--- src/rtl/pma_regs_map.svh ---
// Address map, field positions, reset values and frame counts of the PMA register bank
`ifndef PMA_REGS_MAP_SVH
`define PMA_REGS_MAP_SVH

`define DEVAD_PMA      5'h01
`define DEVAD_VND      5'h1E

`define REG_CTRL       16'h0000
`define REG_STAT       16'h0001
`define REG_STAT2      16'h0008
`define REG_RSV_A      16'h8030
`define REG_FAST_STAT  16'h8033
`define REG_SLOW_STAT  16'h8034
`define REG_RSV_STAT   16'h8035
`define REG_RSV_B      16'h8100
`define REG_RSV_C      16'h8101
`define REG_DBG        16'h9000

`define CTRL_RST_BIT   15
`define CTRL_PWR_BIT   11
`define CTRL_LPB_BIT   0
`define STAT_FLT_BIT   7
`define STAT_LNK_BIT   2
`define STAT_LP_BIT    1
`define STAT_RESET     16'h0002

`define MASK_RSV_A     16'h000F
`define MASK_RSV_B     16'h07FF
`define MASK_RSV_C     16'h3FFF
`define MASK_DBG       16'h0F31

`define FAST_TX_RATE   9:8
`define FAST_RX_RATE   6:4
`define FAST_PLL_MULT  3:0
`define SLOW_TX_RATE   9:8
`define SLOW_RX_RATE   5:4
`define SLOW_PLL_MULT  3:0

`define OP_ADDR        2'b00
`define OP_WRITE       2'b01
`define OP_READ        2'b11
`define OP_READ_INC    2'b10
`define ST_CL45        2'b00

`define PREAMBLE_LEN   6'h20
`define FRAME_HDR      6'h0E
`define FRAME_TA2      6'h0F
`define FRAME_DATA     6'h10
`define FRAME_END      6'h20

`endif

--- src/rtl/pma_regs_pkg.sv ---
// Types used by the management frame engine inside the PMA register bank
package pma_regs_pkg;

	typedef enum logic [2:0] {
		PH_IDLE = 3'b001,
		PH_HDR  = 3'b010,
		PH_BODY = 3'b100
	} mdio_phase_e;

	typedef struct packed {
		mdio_phase_e phase;
		logic        mdc_q;
		logic [5:0]  ones;
		logic [5:0]  cnt;
		logic [31:0] sh;
		logic [11:0] hdr;
		logic [15:0] tx;
		logic        drive;
		logic        oe;
		logic        out;
		logic        cmd;
		logic        rd_req;
	} mdio_eng_s;

endpackage : pma_regs_pkg

--- src/rtl/mdio_frame_engine.sv ---
// Clause 45 serial frame receiver and read-data driver on the management pins
`timescale 1ns/1ps
`default_nettype none
`include "pma_regs_map.svh"

module mdio_frame_engine (
	input  wire logic        clk_sys,
	input  wire logic        srst,
	input  wire logic        ce,
	input  wire logic        mdc,
	input  wire logic        mdio_in,
	output logic             mdio_out,
	output logic             mdio_oe,
	output logic [1:0]       op,
	output logic [4:0]       prtad,
	output logic [4:0]       devad,
	output logic [15:0]      wdata,
	output logic             cmd,
	output logic             rd_req,
	input  wire logic        hit,
	input  wire logic [15:0] rd_data
);

	pma_regs_pkg::mdio_eng_s s_r;
	pma_regs_pkg::mdio_eng_s s_nxt;
	logic [31:0]             sh_in;
	logic [5:0]              cnt_in;

	assign op       = s_r.hdr[11:10];
	assign prtad    = s_r.hdr[9:5];
	assign devad    = s_r.hdr[4:0];
	assign wdata    = s_r.sh[15:0];
	assign cmd      = s_r.cmd;
	assign rd_req   = s_r.rd_req;
	assign mdio_out = s_r.out;
	assign mdio_oe  = s_r.oe;
	assign sh_in    = {s_r.sh[30:0], mdio_in};
	assign cnt_in   = s_r.cnt + 6'h01;

	always_comb begin
		s_nxt        = s_r;
		s_nxt.mdc_q  = mdc;
		s_nxt.cmd    = 1'b0;
		s_nxt.rd_req = 1'b0;
		// Read word and ownership are fixed in the cycle after the header
		if (s_r.rd_req) begin
			s_nxt.drive = hit;
			s_nxt.tx    = rd_data;
		end
		if (mdc && !s_r.mdc_q) begin
			case (s_r.phase)
				pma_regs_pkg::PH_IDLE: begin
					if (mdio_in) begin
						if (s_r.ones != `PREAMBLE_LEN)
							s_nxt.ones = s_r.ones + 6'h01;
					end else begin
						s_nxt.ones = 6'h00;
						if (s_r.ones == `PREAMBLE_LEN) begin
							s_nxt.phase = pma_regs_pkg::PH_HDR;
							s_nxt.cnt   = 6'h01;
							s_nxt.sh    = 32'h0000_0000;
						end
					end
				end
				pma_regs_pkg::PH_HDR: begin
					s_nxt.sh  = sh_in;
					s_nxt.cnt = cnt_in;
					if (cnt_in == `FRAME_HDR) begin
						s_nxt.hdr = sh_in[11:0];
						if (sh_in[13:12] != `ST_CL45) begin
							s_nxt.phase = pma_regs_pkg::PH_IDLE;
						end else begin
							s_nxt.phase  = pma_regs_pkg::PH_BODY;
							s_nxt.drive  = 1'b0;
							s_nxt.rd_req = sh_in[11];
						end
					end
				end
				pma_regs_pkg::PH_BODY: begin
					s_nxt.sh  = sh_in;
					s_nxt.cnt = cnt_in;
					if (s_r.hdr[11] && s_r.drive) begin
						if (cnt_in == `FRAME_TA2) begin
							s_nxt.oe  = 1'b1;
							s_nxt.out = 1'b0;
						end else if (cnt_in >= `FRAME_DATA && cnt_in != `FRAME_END) begin
							s_nxt.out = s_r.tx[15];
							s_nxt.tx  = {s_r.tx[14:0], 1'b0};
						end
					end
					if (cnt_in == `FRAME_END) begin
						s_nxt.phase = pma_regs_pkg::PH_IDLE;
						s_nxt.oe    = 1'b0;
						s_nxt.out   = 1'b0;
						s_nxt.drive = 1'b0;
						s_nxt.cmd   = !s_r.hdr[11];
					end
				end
				default: s_nxt.phase = pma_regs_pkg::PH_IDLE;
			endcase
		end
	end

	always_ff @(posedge clk_sys) begin
		if (srst) begin
			s_r       <= '0;
			s_r.phase <= pma_regs_pkg::PH_IDLE;
		end else if (ce) begin
			s_r <= s_nxt;
		end
	end

endmodule : mdio_frame_engine

`default_nettype wire

--- src/rtl/pma_control_status_registers.sv ---
// PMA/PMD control, status and vendor register bank behind the Clause 45 pins
// Functional notes
// [RULE1] Writing 1 to control bit 15 resets all channels' registers and self-clears to 0.
// [RULE2] Control bit 11 requests power down for the addressed channel and resets to 0.
// [RULE3] Control bit 0 enables the fast-side serial loopback for the channel and resets to 0.
// [RULE4] Status bit 7 holds 1 after a fault until register 1.8 is read with no fault since.
// [RULE5] Status bit 2 shows receive link up and latches low.
// [RULE6] A latched-low link bit stays 0 until the status register is read, then follows the link.
// [RULE7] Status bit 1 always reads 1 and the status word resets to 0x0002.
// [RULE8] The station manager reaches the PMA group only with device address one.
// [RULE9] The debug word at 0x9000 is one register shared by every channel.
// [RULE10] Fast-side status: tx rate 9:8, rx rate 6:4, PLL multiplier 3:0, read-only, resets 0.
// [RULE11] The slow-side status word reports tx rate 9:8, rx rate 5:4 and PLL multiplier 3:0.
// [RULE12] Vendor control words 0x8100 and 0x8101 are read/write and reset to zero.
// [RULE13] The station manager reaches the vendor debug set with device address 0x1E.
`timescale 1ns/1ps
`default_nettype none
`include "pma_regs_map.svh"

module pma_control_status_registers #(
	parameter int         NCH       = 4,
	parameter logic [4:0] PORT_BASE = 5'h00
) (
	input  wire logic             clk_sys,
	input  wire logic             srst,
	input  wire logic             ce,
	input  wire logic             mdc,
	input  wire logic             mdio_in,
	output logic                  mdio_out,
	output logic                  mdio_oe,
	input  wire logic [NCH-1:0]   link_up,
	input  wire logic [NCH-1:0]   fault_detect,
	input  wire logic [2*NCH-1:0] fast_side_tx_rate_result,
	input  wire logic [3*NCH-1:0] fast_side_rx_rate_result,
	input  wire logic [4*NCH-1:0] fast_side_pll_mult_result,
	input  wire logic [2*NCH-1:0] slow_side_tx_rate_result,
	input  wire logic [2*NCH-1:0] slow_side_rx_rate_result,
	input  wire logic [4*NCH-1:0] slow_side_pll_mult_result,
	output logic [NCH-1:0]        power_off_request,
	output logic [NCH-1:0]        loopback_enable,
	output logic                  global_reset
);

	localparam int CW = (NCH > 1) ? $clog2(NCH) : 1;

	typedef struct packed {
		logic [15:0]           addr_pma;
		logic [15:0]           addr_vnd;
		logic [NCH-1:0]        pwr;
		logic [NCH-1:0]        lpb;
		logic [NCH-1:0]        link;
		logic [NCH-1:0]        fault;
		logic [NCH-1:0][15:0]  rsv_a;
		logic [NCH-1:0][15:0]  rsv_b;
		logic [NCH-1:0][15:0]  rsv_c;
		logic [NCH-1:0][15:0]  fast;
		logic [NCH-1:0][15:0]  slow;
		logic [15:0]           dbg;
		logic                  grst;
	} regs_s;

	regs_s                s_r;
	regs_s                s_nxt;
	logic [1:0]           op;
	logic [4:0]           prtad;
	logic [4:0]           devad;
	logic [15:0]          wdata;
	logic                 cmd;
	logic                 rd_req;
	logic                 hit;
	logic [15:0]          rd_data;
	logic [4:0]           chan_off;
	logic [CW-1:0]        chan;
	logic [15:0]          cur_addr;
	logic                 wr_ev;
	logic                 rd_ev;
	logic [NCH-1:0][15:0] fast_word;
	logic [NCH-1:0][15:0] slow_word;

	function automatic logic at_reg(input logic [4:0] dv, input logic [15:0] ad,
			input logic [4:0] want_dv, input logic [15:0] want_ad);
		at_reg = (dv == want_dv) && (ad == want_ad);
	endfunction : at_reg

	function automatic logic [15:0] pack_fast(input logic [1:0] tx, input logic [2:0] rx,
			input logic [3:0] pm);
		pack_fast                 = 16'h0000;
		pack_fast[`FAST_TX_RATE]  = tx;
		pack_fast[`FAST_RX_RATE]  = rx;
		pack_fast[`FAST_PLL_MULT] = pm;
	endfunction : pack_fast

	function automatic logic [15:0] pack_slow(input logic [1:0] tx, input logic [1:0] rx,
			input logic [3:0] pm);
		pack_slow                 = 16'h0000;
		pack_slow[`SLOW_TX_RATE]  = tx;
		pack_slow[`SLOW_RX_RATE]  = rx;
		pack_slow[`SLOW_PLL_MULT] = pm;
	endfunction : pack_slow

	mdio_frame_engine u_engine (
		.clk_sys (clk_sys),
		.srst    (srst),
		.ce      (ce),
		.mdc     (mdc),
		.mdio_in (mdio_in),
		.mdio_out(mdio_out),
		.mdio_oe (mdio_oe),
		.op      (op),
		.prtad   (prtad),
		.devad   (devad),
		.wdata   (wdata),
		.cmd     (cmd),
		.rd_req  (rd_req),
		.hit     (hit),
		.rd_data (rd_data)
	);

	genvar g;
	generate
		for (g = 0; g < NCH; g++) begin : g_stat
			assign fast_word[g] = pack_fast(fast_side_tx_rate_result[2*g +: 2],
				fast_side_rx_rate_result[3*g +: 3], fast_side_pll_mult_result[4*g +: 4]); // [RULE10]
			assign slow_word[g] = pack_slow(slow_side_tx_rate_result[2*g +: 2],
				slow_side_rx_rate_result[2*g +: 2], slow_side_pll_mult_result[4*g +: 4]); // [RULE11]
		end
	endgenerate

	// Only device addresses one and 0x1E on one of our ports are answered
	assign chan_off = prtad - PORT_BASE;
	assign chan     = chan_off[CW-1:0];
	assign hit      = (32'(chan_off) < NCH)
		&& (devad == `DEVAD_PMA || devad == `DEVAD_VND); // [RULE8] [RULE13]
	assign cur_addr = (devad == `DEVAD_PMA) ? s_r.addr_pma : s_r.addr_vnd;
	assign wr_ev    = cmd && hit && (op == `OP_WRITE);
	assign rd_ev    = rd_req && hit;

	always_comb begin
		rd_data = 16'h0000;
		if (at_reg(devad, cur_addr, `DEVAD_PMA, `REG_CTRL)) begin
			rd_data[`CTRL_PWR_BIT] = s_r.pwr[chan];
			rd_data[`CTRL_LPB_BIT] = s_r.lpb[chan];
		end else if (at_reg(devad, cur_addr, `DEVAD_PMA, `REG_STAT)) begin
			rd_data                = `STAT_RESET; // [RULE7]
			rd_data[`STAT_FLT_BIT] = s_r.fault[chan]; // [RULE4]
			rd_data[`STAT_LNK_BIT] = s_r.link[chan]; // [RULE5]
		end else if (at_reg(devad, cur_addr, `DEVAD_VND, `REG_RSV_A)) begin
			rd_data = s_r.rsv_a[chan];
		end else if (at_reg(devad, cur_addr, `DEVAD_VND, `REG_FAST_STAT)) begin
			rd_data = s_r.fast[chan]; // [RULE10]
		end else if (at_reg(devad, cur_addr, `DEVAD_VND, `REG_SLOW_STAT)) begin
			rd_data = s_r.slow[chan]; // [RULE11]
		end else if (at_reg(devad, cur_addr, `DEVAD_VND, `REG_RSV_B)) begin
			rd_data = s_r.rsv_b[chan]; // [RULE12]
		end else if (at_reg(devad, cur_addr, `DEVAD_VND, `REG_RSV_C)) begin
			rd_data = s_r.rsv_c[chan]; // [RULE12]
		end else if (at_reg(devad, cur_addr, `DEVAD_VND, `REG_DBG)) begin
			rd_data = s_r.dbg; // [RULE9]
		end
	end

	always_comb begin
		s_nxt      = s_r;
		s_nxt.grst = 1'b0;
		s_nxt.fast = fast_word;
		s_nxt.slow = slow_word;
		for (int i = 0; i < NCH; i++) begin
			s_nxt.link[i]  = s_r.link[i] & link_up[i]; // [RULE5]
			s_nxt.fault[i] = s_r.fault[i] | fault_detect[i]; // [RULE4]
		end
		if (rd_ev) begin
			if (at_reg(devad, cur_addr, `DEVAD_PMA, `REG_STAT))
				s_nxt.link[chan] = link_up[chan]; // [RULE6]
			if (at_reg(devad, cur_addr, `DEVAD_PMA, `REG_STAT2))
				s_nxt.fault[chan] = fault_detect[chan]; // [RULE4]
			if (op == `OP_READ_INC) begin
				if (devad == `DEVAD_PMA)
					s_nxt.addr_pma = s_r.addr_pma + 16'h0001;
				else
					s_nxt.addr_vnd = s_r.addr_vnd + 16'h0001;
			end
		end
		if (cmd && hit && op == `OP_ADDR) begin
			if (devad == `DEVAD_PMA)
				s_nxt.addr_pma = wdata;
			else
				s_nxt.addr_vnd = wdata;
		end
		if (wr_ev) begin
			if (at_reg(devad, cur_addr, `DEVAD_PMA, `REG_CTRL)) begin
				s_nxt.pwr[chan] = wdata[`CTRL_PWR_BIT]; // [RULE2]
				s_nxt.lpb[chan] = wdata[`CTRL_LPB_BIT]; // [RULE3]
			end
			if (at_reg(devad, cur_addr, `DEVAD_VND, `REG_RSV_A))
				s_nxt.rsv_a[chan] = wdata & `MASK_RSV_A;
			if (at_reg(devad, cur_addr, `DEVAD_VND, `REG_RSV_B))
				s_nxt.rsv_b[chan] = wdata & `MASK_RSV_B; // [RULE12]
			if (at_reg(devad, cur_addr, `DEVAD_VND, `REG_RSV_C))
				s_nxt.rsv_c[chan] = wdata & `MASK_RSV_C; // [RULE12]
			if (at_reg(devad, cur_addr, `DEVAD_VND, `REG_DBG))
				s_nxt.dbg = wdata & `MASK_DBG; // [RULE9]
			// Global reset clears every channel and keeps the address pointers
			if (at_reg(devad, cur_addr, `DEVAD_PMA, `REG_CTRL) && wdata[`CTRL_RST_BIT]) begin
				s_nxt          = '0; // [RULE1]
				s_nxt.addr_pma = s_r.addr_pma;
				s_nxt.addr_vnd = s_r.addr_vnd;
				s_nxt.grst     = 1'b1;
			end
		end
	end

	always_ff @(posedge clk_sys) begin
		if (srst) begin
			s_r <= '0;
		end else if (ce) begin
			s_r <= s_nxt;
		end
	end

	assign power_off_request = s_r.pwr;
	assign loopback_enable   = s_r.lpb;
	assign global_reset      = s_r.grst;

	logic ctrl_wr;
	logic rd_stat2_0;
	assign ctrl_wr    = wr_ev && ce && at_reg(devad, cur_addr, `DEVAD_PMA, `REG_CTRL);
	assign rd_stat2_0 = rd_ev && chan == '0 && at_reg(devad, cur_addr, `DEVAD_PMA, `REG_STAT2);

	grst_pulse_a: assert property (@(posedge clk_sys) disable iff (srst) // [RULE1]
		ctrl_wr && wdata[`CTRL_RST_BIT] |=> global_reset && power_off_request == '0
			&& loopback_enable == '0 ##1 (!global_reset || $past(ctrl_wr)))
		else $error("global reset not a clean pulse with cleared controls");
	pwr_write_a: assert property (@(posedge clk_sys) disable iff (srst) // [RULE2]
		ctrl_wr && !wdata[`CTRL_RST_BIT] |=> power_off_request[$past(chan)]
			== $past(wdata[`CTRL_PWR_BIT]))
		else $error("power down bit did not take the written value");
	loopback_write_a: assert property (@(posedge clk_sys) disable iff (srst) // [RULE3]
		ctrl_wr && !wdata[`CTRL_RST_BIT] |=> loopback_enable[$past(chan)]
			== $past(wdata[`CTRL_LPB_BIT]))
		else $error("loopback bit did not take the written value");
	fault_hold_a: assert property (@(posedge clk_sys) disable iff (srst) // [RULE4]
		ce && (fault_detect[0] || (s_r.fault[0] && !rd_stat2_0)) && !s_nxt.grst
			|=> s_r.fault[0])
		else $error("fault flag dropped without a status-2 read");
	link_latch_a: assert property (@(posedge clk_sys) disable iff (srst) // [RULE5]
		ce && !link_up[0] |=> !s_r.link[0])
		else $error("link bit did not latch low");
	link_follow_a: assert property (@(posedge clk_sys) disable iff (srst) // [RULE6]
		ce && rd_ev && chan == '0 && at_reg(devad, cur_addr, `DEVAD_PMA, `REG_STAT)
			&& link_up[0] && !s_nxt.grst |=> s_r.link[0])
		else $error("link bit did not follow the link after a read");
	low_power_a: assert property (@(posedge clk_sys) disable iff (srst) // [RULE7]
		rd_ev && at_reg(devad, cur_addr, `DEVAD_PMA, `REG_STAT)
			|-> rd_data[`STAT_LP_BIT] && rd_data[15:8] == 8'h00)
		else $error("status word low_power_capable wrong");
	debug_shared_a: assert property (@(posedge clk_sys) disable iff (srst) // [RULE9]
		wr_ev && ce && at_reg(devad, cur_addr, `DEVAD_VND, `REG_DBG)
			|=> s_r.dbg == ($past(wdata) & `MASK_DBG))
		else $error("shared debug word not updated");
	fast_status_a: assert property (@(posedge clk_sys) disable iff (srst) // [RULE10]
		ce && !(ctrl_wr && wdata[`CTRL_RST_BIT])
			|=> s_r.fast[0][`FAST_RX_RATE] == $past(fast_side_rx_rate_result[2:0])
			&& s_r.fast[0][15:10] == 6'h00 && s_r.fast[0][7] == 1'b0)
		else $error("fast side status word wrong");
	rsv_write_a: assert property (@(posedge clk_sys) disable iff (srst) // [RULE12]
		wr_ev && ce && at_reg(devad, cur_addr, `DEVAD_VND, `REG_RSV_B)
			|=> s_r.rsv_b[$past(chan)] == ($past(wdata) & `MASK_RSV_B))
		else $error("vendor control word not written");

	reset_cmd_c: cover property (@(posedge clk_sys) ctrl_wr && wdata[`CTRL_RST_BIT]);
	stat_read_c: cover property (@(posedge clk_sys)
		rd_ev && at_reg(devad, cur_addr, `DEVAD_PMA, `REG_STAT) && !s_r.link[0]);
	dbg_read_c: cover property (@(posedge clk_sys)
		rd_ev && at_reg(devad, cur_addr, `DEVAD_VND, `REG_DBG) && chan != '0);

endmodule : pma_control_status_registers

`default_nettype wire

--- config.mk ---
export PLATFORM = sky130hd
export DESIGN_NAME = pma_control_status_registers
export DESIGN_NICKNAME = d
export VERILOG_FILES = /design/src/rtl/pma_regs_pkg.sv /design/src/rtl/mdio_frame_engine.sv /design/src/rtl/pma_control_status_registers.sv
export VERILOG_INCLUDE_DIRS = /design/src /design/src/rtl
export SDC_FILE = /design/constraint.sdc
export NUM_CORES = 1
export LEC_CHECK = 0
export ABC_AREA = 1
export BUFFER_PORTS_ARGS = -buffer_cell sky130_fd_sc_hd__clkbuf_2
export CAP_MARGIN = 5
export CORE_MARGIN = 4
export CORE_UTILIZATION = 27
export CTS_CLUSTER_SIZE = 30
export DETAILED_ROUTE_END_ITERATION = 8
export PLACE_DENSITY_LB_ADDON = 0.3
export REMOVE_ABC_BUFFERS = 1
export SYNTH_ARGS = -nofsm -noshare
export SYNTH_HDL_FRONTEND = slang
export SYNTH_SLANG_ARGS = --single-unit
--- constraint.sdc ---
create_clock -name clk_sys -period 6.1 [get_ports clk_sys]
set_input_delay 0.61 -clock clk_sys [delete_from_list [all_inputs] [get_ports clk_sys]]
set_output_delay 0.61 -clock clk_sys [all_outputs]
set_load 0.05 [all_outputs]
# After elaboration in Yosys (flattened, before gate mapping)
# Index checks and enable logic that the tools add are counted.
# W data, S select, Z words.
# classes
add_sub_neg,4
mux,91
n_eq_ne,27
n_bitwise,8
n_reduce_logical,47
order_cmp,4
# op_table
cell,n
$mux W385,2
$mux W16,23
$bwmux W64,3
$mux W64,3
$bmux W16 S2,5
$eq A16 B16 Y1 const B,6
$mux W32,3
$mux W38,2
$pmux W38 S2,1
$add A16 B1 Y16 const B,2
$demux W16 S2,1
$mux W21,1
$logic_and A1 B1 Y1,19
$mux W3,6
$reduce_bool A2 Y1,9
$mux W1,17
$mux W17,1
$bwmux W4,4
$eq A16 B1 Y1 const B,1
$eq A16 B4 Y1 const B,1
$logic_not A16 Y1,1
$mux W4,4
$mux W8,2
$reduce_and A3 Y1,5
other kinds (35),59
# word_totals
word_cells,221
reg_bits,465
inputBits,81
out_inout_bits,11

# Longest topological paths before layout
# Gate-level depths: netlist of run 1.
# logic_depth
word_depth,18
mapped_depth,20
depth_no_buf,19

# Hierarchy
# From an unflattened synthesis of run 1, not the netlist that was laid out.
# hier_totals
cells_unflattened,3181
hier_area_um2,20787.4
# by_module_without_submodules
mod,cells_each,area_per_inst_um2,seq_area_each_um2,n_inst
pma_control_status_registers,2708,17231.5,6326.1,1
mdio_frame_engine,473,3555.9,1301.2,1

# Least setup slack after synthesis of run 1
# OpenSTA, ideal clock, no wires.
# synth_timing
kind,register -> register
from,"register u_engine.s_r, in the netlist u_engine.devad[0]"
to,register s_r[215] (netlist bit)
path_stages_with_launch,17
n_path_buf,3
synth_period_minus_slack_ps,2381
setup_time_ps,128
t_required_ps,5972
setup_slack_ps,3719
t_arrival_ps,2254
path_cell_list,dfxtp_1 > inv_1 > nor2_4 > nand3_4 > buf_6 > o21ai_1 > nand3_1 > nor2_4 > nand2_2 > nor2_4 > inv_4 > a21oi_4 > buf_6 > nand2_4 > buf_2 > a22oi_1 > nor2_1
# synth_via
elab_chain_cells,7
word_cells_on_any_way,15
classes_between,eq/ne: 3; mux: 2; reduce/logical: 10
# synth_rtl
item,line_no,text
from (decl),mdio_frame_engine.sv:24,pma_regs_pkg::mdio_eng_s s_r;
from (signal assigned),mdio_frame_engine.sv:109,s_r <= s_nxt;
$eq A5 B1 Y1,--,
$mux W16,pma_control_status_registers.sv:134,assign cur_addr = (devad == `DEVAD_PMA) ? s_r.addr_pma : s_r.addr_vnd;
$logic_not A16 Y1,--,
$logic_and A1 B1 Y1,--,
$logic_and A1 B1 Y1,pma_control_status_registers.sv:203,"if (at_reg(devad, cur_addr, `DEVAD_PMA, `REG_CTRL) && wdata[`CTRL_RST_BIT]) begin"
$reduce_bool A2 Y1 (no source line),--,
$reduce_and A3 Y1 (no source line),--,
to (signal assigned),pma_control_status_registers.sv:216,s_r <= s_nxt;
to (decl),pma_control_status_registers.sv:62,regs_s s_r;
# Parallel ways exist; a longest one is shown, timed or not. The select of a mux whose other input is x is not followed.
# A chain may end at the register's enable or synchronous reset.

# Final worst setup path of run 1
# layout_timing
from,"register u_engine.s_r, in the netlist u_engine.devad[4]"
to,register s_r[267] (netlist bit)
# The elaborated chain is that of the path after synthesis.

==> results.yml, run 1 <==
floorplan:
  rows: 93
  die_h_um: 262.7
  die_x_um: 262.7
  core_area_mm2: 0.06435
  die_area_mm2: 0.06903
  io-pin-count: 92
  start_util: 0.2723
global_route:
  antenna_found_initial: 1
  grt_pass1_vias: 16140
  grtUsageTotal: 0.1704
  grt_start_max_net_pins: 103
  grt_first_pass_wirelength_um: 94780
  grt_overflow: 0
timing:
  period_share: 0.6685
  finalClockSkew_ps: 22.12
  hold_viol: 0
  final_max_slew_viol_count: 0
  setup_violations: 0
  max_freq_mhz: 245.2
  min_period_ps: 4078
  worst-slew-pin-transition_ps: 1134
  holdWs_ps: 257.4
  setup_ws_ps: 2022
  rsz0062_at_grt: "false"
  max-slew-margin-rel: 0.2389
critical_path:
  arrival_ps: 4510
  cp.required_ps: 6530
  critPathLaunchType: "flip-flop"
  crit_start: "u_engine.devad[4]"
  crit_type: "flip-flop to flip-flop"
  timing.rr.start: "u_engine.devad[4]"
  critPathCaptureType: "flip-flop"
  path_max_fanout: 26
power:
  ir_worst_vdd_mv: 0.1817
  leakage_nw: 7.940
  powerDensity_mw_per_mm2: 272.4
cts:
  cts_inserted_buffers: 43
  clk_pin_slew_ps: 60
  cts_root_buf: "clkbuf_16"
  cts_tree: "built"
  hold_buffers: 0
  cts_sinks: 381
  htreeDepth: 2
  cts_max_path_buffers: 3
  clock_latency_ps: 590
  cts_setup_buffers: 0
  cts_resized: 0
layout:
  layout_commonest_cell: "nand2_1"
  diodes: 0
  synthToLayoutAreaGrowth_pct: 13.93
  layout_common_cells: "nand2_1 (464), dfxtp_1 (381), nor2_1 (311)"
  seq_area_mm2: 0.007627
  fillers: 6867
  fin_nets: 2489
  utilization: 0.3102
  layout-drive-gt1-share: 0.09449
  multi_input_area_mm2: 0.008438
synthesis:
  synth_top_area_frac: 0.4353
  synthTopCellsByArea: "dfxtp_1 (44%), nand2_1 (10%), nor2_1 (6.7%), a21oi_1 (6.1%), a22oi_1 (5.0%)"
  synth_top_family_by_area: "simple AND/OR/NAND/NOR gates"
  synth_compound_area_frac: 0.2237
  synth_adder_area_share: 0.004999
  ys_dominant_reg_cell: "dfxtp_1"
  syn_area_mm2: 0.01752
  synthMuxAreaShare: 0.0005713
  syn_area_per_cell_um2: 7.307
  synth-seq-cells: 381
  yosys.area_share.simple: 0.2389
  synth_cell_types: 55
  yosys_warnings: 0
  synth-seq-area-share: 0.4353
  async_flop_share: 0
  synth-xor-area-share: 0.01200
  synth_top_area_cell: "dfxtp_1"
  synth_edf_count: 0
  synth_cells: 2398
placement:
  routabilityCongestion: 0.9068
  place.port_buffers: 91
  dp.final_hpwl_um: 40700
  place_ws_ps: 2098
job:
  max_cap_violations: 0
detailed_routing:
  ant_nets: 0
  drc: 0
  drt_pass1_iterations: 5
  drtIter0Drc: 1649
  routed_wl_um: 61490
  viasPerCell: 5.178
  wire_per_inst_um: 18.69
  num_vias: 17030
run_status:
  status: "finished clean"
worst_hold_path:
  min-delay-start: "fast_side_pll_mult_result[1]"
  hold_path_class: "input pin to flip-flop"
-- cells by family after synthesis --
group / Yosys count
buf+inv: 351
xor+xnor: 24
flops: 381
mux: 1
fa+ha+maj: 7
compound gates: 632
simple gates: 1002
-- path summary, 6_finish.rpt --
check	slack (ps)	depth (start not counted)	to
max	2020	14	s_r[267]
min	260	3	s_r[82]
max reg2reg	2020	14	s_r[267]
min reg2reg	460	2	s_r[176]
-- registers in the layout, summed over array words and instances, names as in the netlist --
name	count
u_engine.wdata	16
power_off_request	4
u_engine.devad	5
u_engine.rd_req	1
u_engine.mdio_oe	1
global_reset	1
u_engine.op	2
u_engine.cmd	1
u_engine.mdio_out	1
u_engine.s_r	33
s_r	307
u_engine.prtad	5
loopback_enable	4
-- synth_stat cells (all sizes together), types with 24 or more instances --
library cell,instances
nand2,474
dfxtp,381
nor2,319
a21oi,215
inv,181
nand3,128
o21ai,120
a22oi,116
clkbuf,95
o22ai,88
buf,68
nor3,44
o221ai,26
nand4,24
-- per-stage QoR --
| step | instance area [µm²] | instances | power (mW) | TNS, ps |
|---|---|---|---|---|
| floorplan | 16750 | 2235 | 2.747 | -228.6 |
| global placement | 18550 | 3211 | 2.853 | 0 |
| detailed placement | 18550 | 3211 | 2.859 | 0 |
| CTS | 19960 | 3289 | 5.492 | 0 |
| global route | 19960 | 3289 | 5.630 | 0 |
| finish | 19960 | 3289 | 5.437 | 0 |
-- routing by layer --
metal  vias to the layer above  GRT usage  routed length [µm]
li1                       8161          -                   -
met1                      8151     0.2378               28180
met2                       623     0.2667               27030
met3                        94    0.03183                4503
met4                         2    0.05411                1753
met5                         -          0                  13
-- power breakdown --
group          switching, mW  internal [mW]
Sequential            0.0353           2.53
Clock                   1.09           1.54
Combinational          0.158         0.0807
-- area by class of cell --
| type | count | area share |
|---|---|---|
| clock buffer | 63 | 0.06217 |
| clock inverter | 15 | 0.008775 |
| inverter | 188 | 0.03554 |
| multi-input combinational | 1666 | 0.4227 |
| sequential | 381 | 0.3821 |
| tap | 855 | 0.05359 |
| timing repair buffer | 121 | 0.03516 |
-- critical path: stages (launching register included) --
cell and delay (ps):
dfxtp_1 320, inv_1 340, nand3_4 340, o21ai_1 300
nand2_1 130, inv_1 90, nand2_1 60, nor2_1 140
nand2_2 150, nor2_4 300, inv_4 220, a21oi_4 420
nand2_1 680, a22oi_1 380, nor2_1 60
Power figures use the tool's default switching activity.
==> run 2: changes to the inputs <==
- clock period: 6.1 -> 3.9 ns (I/O delays scaled with it)
==> run 2 against run 1 <==
  * Die area did not move
  * Total power rose by 54%
  * Clock skew rose by 11 ps
  * Wire length rose by 0.63%
  * Clock-buffer cell count rose by 1
  * Sequential power rose by 56%
  * Register-to-register slack got worse by 1600 ps
  * Final area rose by 1.1%
  * Largest cell class unchanged
==> results.yml, run 2 (synthesized netlist as in run 1, its figures left out) <==
global_route:
  grt_first_pass_wirelength_um: 95770
  grt_pass1_vias: 16590
  met2_usage: 0.2698
  grt_start_max_net_pins: 106
  grt_util_met3: 0.03605
  grt_overflow: 0
  grtUsageTotal: 0.1716
  grt-busiest-layer: "met2"
  grtUsageMet1: 0.2336
  antenna_found_initial: 3
critical_path:
  reg2reg_setup_slack_ps: 470
  critPathLaunchType: "flip-flop"
  cp.required_ps: 4350
  ff2ff_path_depth: 15
  arrival_ps: 3880
  path_max_fanout: 26
  r2r_end: "s_r[322]"
  crit_type: "flip-flop to flip-flop"
  critPathCaptureType: "flip-flop"
  timing.rr.start: "u_engine.devad[4]"
cts:
  cts_root_buf: "clkbuf_16"
  hold_buffers: 3
  clk_pin_slew_ps: 60
  cts_resized: 0
  clock_latency_ps: 590
  cts_sinks: 381
  cts_tree: "built"
  cts_setup_buffers: 0
  cts_inserted_buffers: 44
  htreeDepth: 2
  cts_max_path_buffers: 3
detailed_routing:
  drt_pass1_iterations: 7
  drtIter0Drc: 1660
  num_vias: 17200
  viasPerCell: 5.188
  routed_wl_um: 61870
  drc: 0
  wire_per_inst_um: 18.66
  ant_nets: 0
power:
  powerDensity_mw_per_mm2: 415.1
  leakage_nw: 8.062
  ir_worst_vdd_mv: 0.2998
  p_total_mw: 8.382
timing:
  period_share: 0.8805
  setup_ws_ps: 466.2
  max-slew-margin-rel: 0.2891
  finalClockSkew_ps: 33.12
  final_max_slew_viol_count: 0
  setup_violations: 0
  hold_viol: 0
  rsz0062_at_grt: "false"
  setup_tns_ps: 0
  max_freq_mhz: 291.2
  worst-slew-pin-transition_ps: 1066
  min_period_ps: 3434
  holdWs_ps: 33.65
worst_hold_path:
  hold_depth: 3
  hold_end: "s_r[21]"
  hold_path_class: "input pin to flip-flop"
  min-delay-start: "slow_side_rx_rate_result[0]"
layout:
  layout-drive-gt1-share: 0.1012
  fillers: 6892
  layout_commonest_cell: "nand2_1"
  final_cell_area_mm2: 0.02019
  stdcell_count: 3316
  largest_reg_flops: 307
  regMostFlops: "s_r"
  layout_common_cells: "nand2_1 (464), dfxtp_1 (381), nor2_1 (311)"
  utilization: 0.3138
  fin_nets: 2517
  seq_area_mm2: 0.007627
  synthToLayoutAreaGrowth_pct: 15.24
  multi_input_area_mm2: 0.008438
placement:
  dp.cells: 3235
  place_area_mm2: 0.01879
  dp.final_hpwl_um: 41420
  place_ws_ps: 537.3
  place.port_buffers: 91
  routabilityCongestion: 0.8884
floorplan:
  start_util: 0.2723
  die_area_mm2: 0.06903
  io-pin-count: 92
  rows: 93
  core_area_mm2: 0.06435
  die_x_um: 262.7
  die_h_um: 262.7
job:
  max_cap_violations: 0
run_status:
  status: "finished clean"
==> run 2: layout make-up <==
| class | count | area share |
|---|---|---|
| Multi-Input combinational cell | 1666 | 0.4179 |
| Sequential cell | 381 | 0.3777 |
| Clock buffer | 64 | 0.06128 |
| Tap cell | 855 | 0.05298 |
| Timing Repair Buffer | 148 | 0.04827 |
| Inverter | 188 | 0.03513 |
| Clock inverter | 13 | 0.006568 |
| Antenna cell | 1 | 0.0001239 |
==> run 2: worst max-delay path, cell delays in order (launching register included) <==
cell	delay (ps)
dfxtp_1	320
inv_1	340
nand3_4	330
o21ai_1	320
nand2_1	120
inv_1	80
nand2_1	70
nor2_1	150
nand2_2	140
nor2_4	140
inv_4	140
a21oi_1	170
buf_4	190
nand2_1	420
a22oi_1	310
nor2_1	60
==> run 2: metal layers <==
layer	vias up	wire length [µm]
met2	606	27550
li1	8226	-
met4	0	1910
met1	8262	27820
met5	-	0
met3	108	4597
==> run 2: worst max path at each step <==
stage	cells after the start	end	slack, ps	start
2_1_floorplan	18	s_r[368]	-2410	u_engine.devad[0]
3_3_place_gp	16	s_r[324]	630	u_engine.devad[0]
3_5_place_dp	16	s_r[322]	540	u_engine.devad[0]
4_1_cts	15	s_r[322]	520	u_engine.devad[4]
5_1_grt	14	s_r[169]	100	u_engine.devad[4]
6_report	15	s_r[322]	470	u_engine.devad[4]
==> run 2: power by group <==
part	leakage, nW	total, mW	switching, mW	internal [mW]
Sequential	3.09	4.01	0.0551	3.96
Clock	0.669	3.99	1.71	2.28
Combinational	4.30	0.378	0.248	0.130
Total	8.06	8.38	2.01	6.37
==> run 3: changes to the inputs <==
- CORE_ASPECT_RATIO: unset -> 1.5
==> run 3 against run 2 <==
  * Clock-buffer cell count fell by 5
  * Critical path depth fell by 3
  * Total power fell by 2.8%
  * Maximum frequency rose by 1.9%
  * Clock power fell by 5.8%
  * Via count fell by 0.68%
  * Non-clock buffer count rose by 2
  * Die area rose by 0.12%
  * Sequential cell count did not move
  * First-iteration DRC count fell by 13%
  * Wire length rose by 2.9%
  * Sequential power barely moved
==> results.yml, run 3 (synthesized netlist as in run 1, its figures left out) <==
run_status:
  status: "finished clean"
global_route:
  antenna_found_initial: 0
  grt_first_pass_wirelength_um: 96910
  grt_overflow: 0
  grt_pass1_vias: 16580
  grt_start_max_net_pins: 176
  grtUsageTotal: 0.1758
timing:
  hold_viol: 0
  final_max_slew_viol_count: 0
  setup_ws_ps: 530.3
  max-slew-margin-rel: 0.2747
  worst-slew-pin-transition_ps: 1088
  period_share: 0.8640
  finalClockSkew_ps: 22.12
  min_period_ps: 3370
  max_freq_mhz: 296.8
  setup_violations: 0
  holdWs_ps: 56.45
  rsz0062_at_grt: "false"
cts:
  cts_setup_buffers: 0
  cts_sinks: 381
  hold_buffers: 0
  htreeDepth: 2
  clk_pin_slew_ps: 70
  clock_latency_ps: 560
  cts_tree: "built"
  cts_resized: 0
  cts_max_path_buffers: 3
  cts_root_buf: "clkbuf_16"
  cts_inserted_buffers: 38
power:
  internal-power_mw: 6.202
  p_total_mw: 8.149
  switching_share: 0.2389
  leakage_nw: 8.028
  seqPwrFrac: 0.492
  ir_worst_vdd_mv: 0.2691
  comb_power_share: 0.047
  p_sw_mw: 1.947
  pwr-share-clk: 0.461
  powerDensity_mw_per_mm2: 405.6
critical_path:
  crit_type: "flip-flop to flip-flop"
  timing.rr.start: "u_engine.devad[4]"
  ff2ff_path_depth: 12
  path_max_fanout: 24
  critPathCaptureType: "flip-flop"
  reg2reg_setup_slack_ps: 530
  critPathLaunchType: "flip-flop"
  r2r_end: "s_r[201]"
  arrival_ps: 3760
  cp.required_ps: 4300
detailed_routing:
  num_vias: 17090
  drtIter0Drc: 1438
  drc: 0
  drt_pass1_iterations: 6
  routed_wl_um: 63670
  ant_nets: 0
  viasPerCell: 5.138
  wire_per_inst_um: 19.15
layout:
  fillers: 6932
  multi_input_area_mm2: 0.008433
  regMostFlops: "s_r"
  diodes: 0
  layout_commonest_cell: "nand2_1"
  layout-drive-gt1-share: 0.1018
  final_cell_area_mm2: 0.02009
  largest_reg_flops: 307
  layout_common_cells: "nand2_1 (464), dfxtp_1 (381), nor2_1 (313)"
  synthToLayoutAreaGrowth_pct: 14.66
  fin_nets: 2513
  seq_area_mm2: 0.007627
floorplan:
  start_util: 0.2724
  die_area_mm2: 0.06912
  die_h_um: 320
  io-pin-count: 92
  rows: 114
  die_x_um: 216
  core_area_mm2: 0.06433
job:
  max_cap_violations: 0
placement:
  place_area_mm2: 0.01884
  place_ws_ps: 626.7
  place.port_buffers: 91
  routabilityCongestion: 0.9582
  dp.final_hpwl_um: 43070
worst_hold_path:
  hold_end: "s_r[103]"
  hold_depth: 3
  min-delay-start: "fast_side_rx_rate_result[5]"
  hold_path_class: "input pin to flip-flop"
[run 3: changes by cell type in the layout (fill, tap and decap cells not counted), moves of 2 or more]
cell	delta
buf_4	+5
clkbuf_1	-5
clkbuf_16	-6
clkbuf_8	+5
dlygate4sd3_1	-3
nor2_1	+2
nor2_2	-2
[run 3: worst max-delay path by stage]
stage                      startpoint               end  cells after the start
CTS                 u_engine.devad[4]          s_r[201]                     16
detailed placement  u_engine.devad[4]          s_r[291]                     15
floorplan           u_engine.devad[0]          s_r[368]                     18
global route        u_engine.devad[4]          s_r[201]                     16
global placement    u_engine.devad[0]  u_engine.s_r[14]                     18
finish              u_engine.devad[4]          s_r[201]                     12
[run 3: per-stage QoR]
step	std cells	util	TNS, ps
after floorplan	2235	-	-205720
after global placement	3255	0.2928	0
after detailed placement	3255	0.2928	0
after CTS	3325	0.3123	0
after global routing	3325	0.3123	0
final	3325	0.3123	0
[run 3: critical path: stages, from the launching register on]
cell     delay, ps
dfxtp_1        320
inv_1          330
nand3_4        340
o21ai_1        330
nand2_1         90
nor3_1         350
nand2_1        320
a21oi_4        320
buf_4          280
nand2_1        110
buf_4          190
a22oi_1        160
nor2_1          70
[run 3: per-layer routing]
metal | part of all wire | vias up | global-route usage
met3 | 0.051 | 172 | 0.02224
met2 | 0.50 | 546 | 0.3119
met5 | 0 | - | 0
li1 | - | 8205 | -
met1 | 0.39 | 8162 | 0.2046
met4 | 0.058 | 0 | 0.09677
[run 3: layout make-up]
cell class / instances / share of cell area
Sequential cell: 381 / 0.3796
Multi-Input combinational cell: 1666 / 0.4198
Tap cell: 870 / 0.05418
Timing Repair Buffer: 150 / 0.04876
Clock inverter: 11 / 0.005045
Inverter: 188 / 0.03531
Clock buffer: 59 / 0.05730
[run 3: power groups by stage]
| stage | logic (mW) | registers [mW] | clock network (mW) |
|---|---|---|---|
| global route | 0.427 | 4.02 | 3.98 |
| CTS | 0.384 | 4.01 | 3.85 |
| detailed placement | 0.382 | 4.10 | 0 |
| global placement | 0.376 | 4.10 | 0 |
| floorplan | 0.213 | 4.08 | 0 |
| finish | 0.381 | 4.01 | 3.76 |
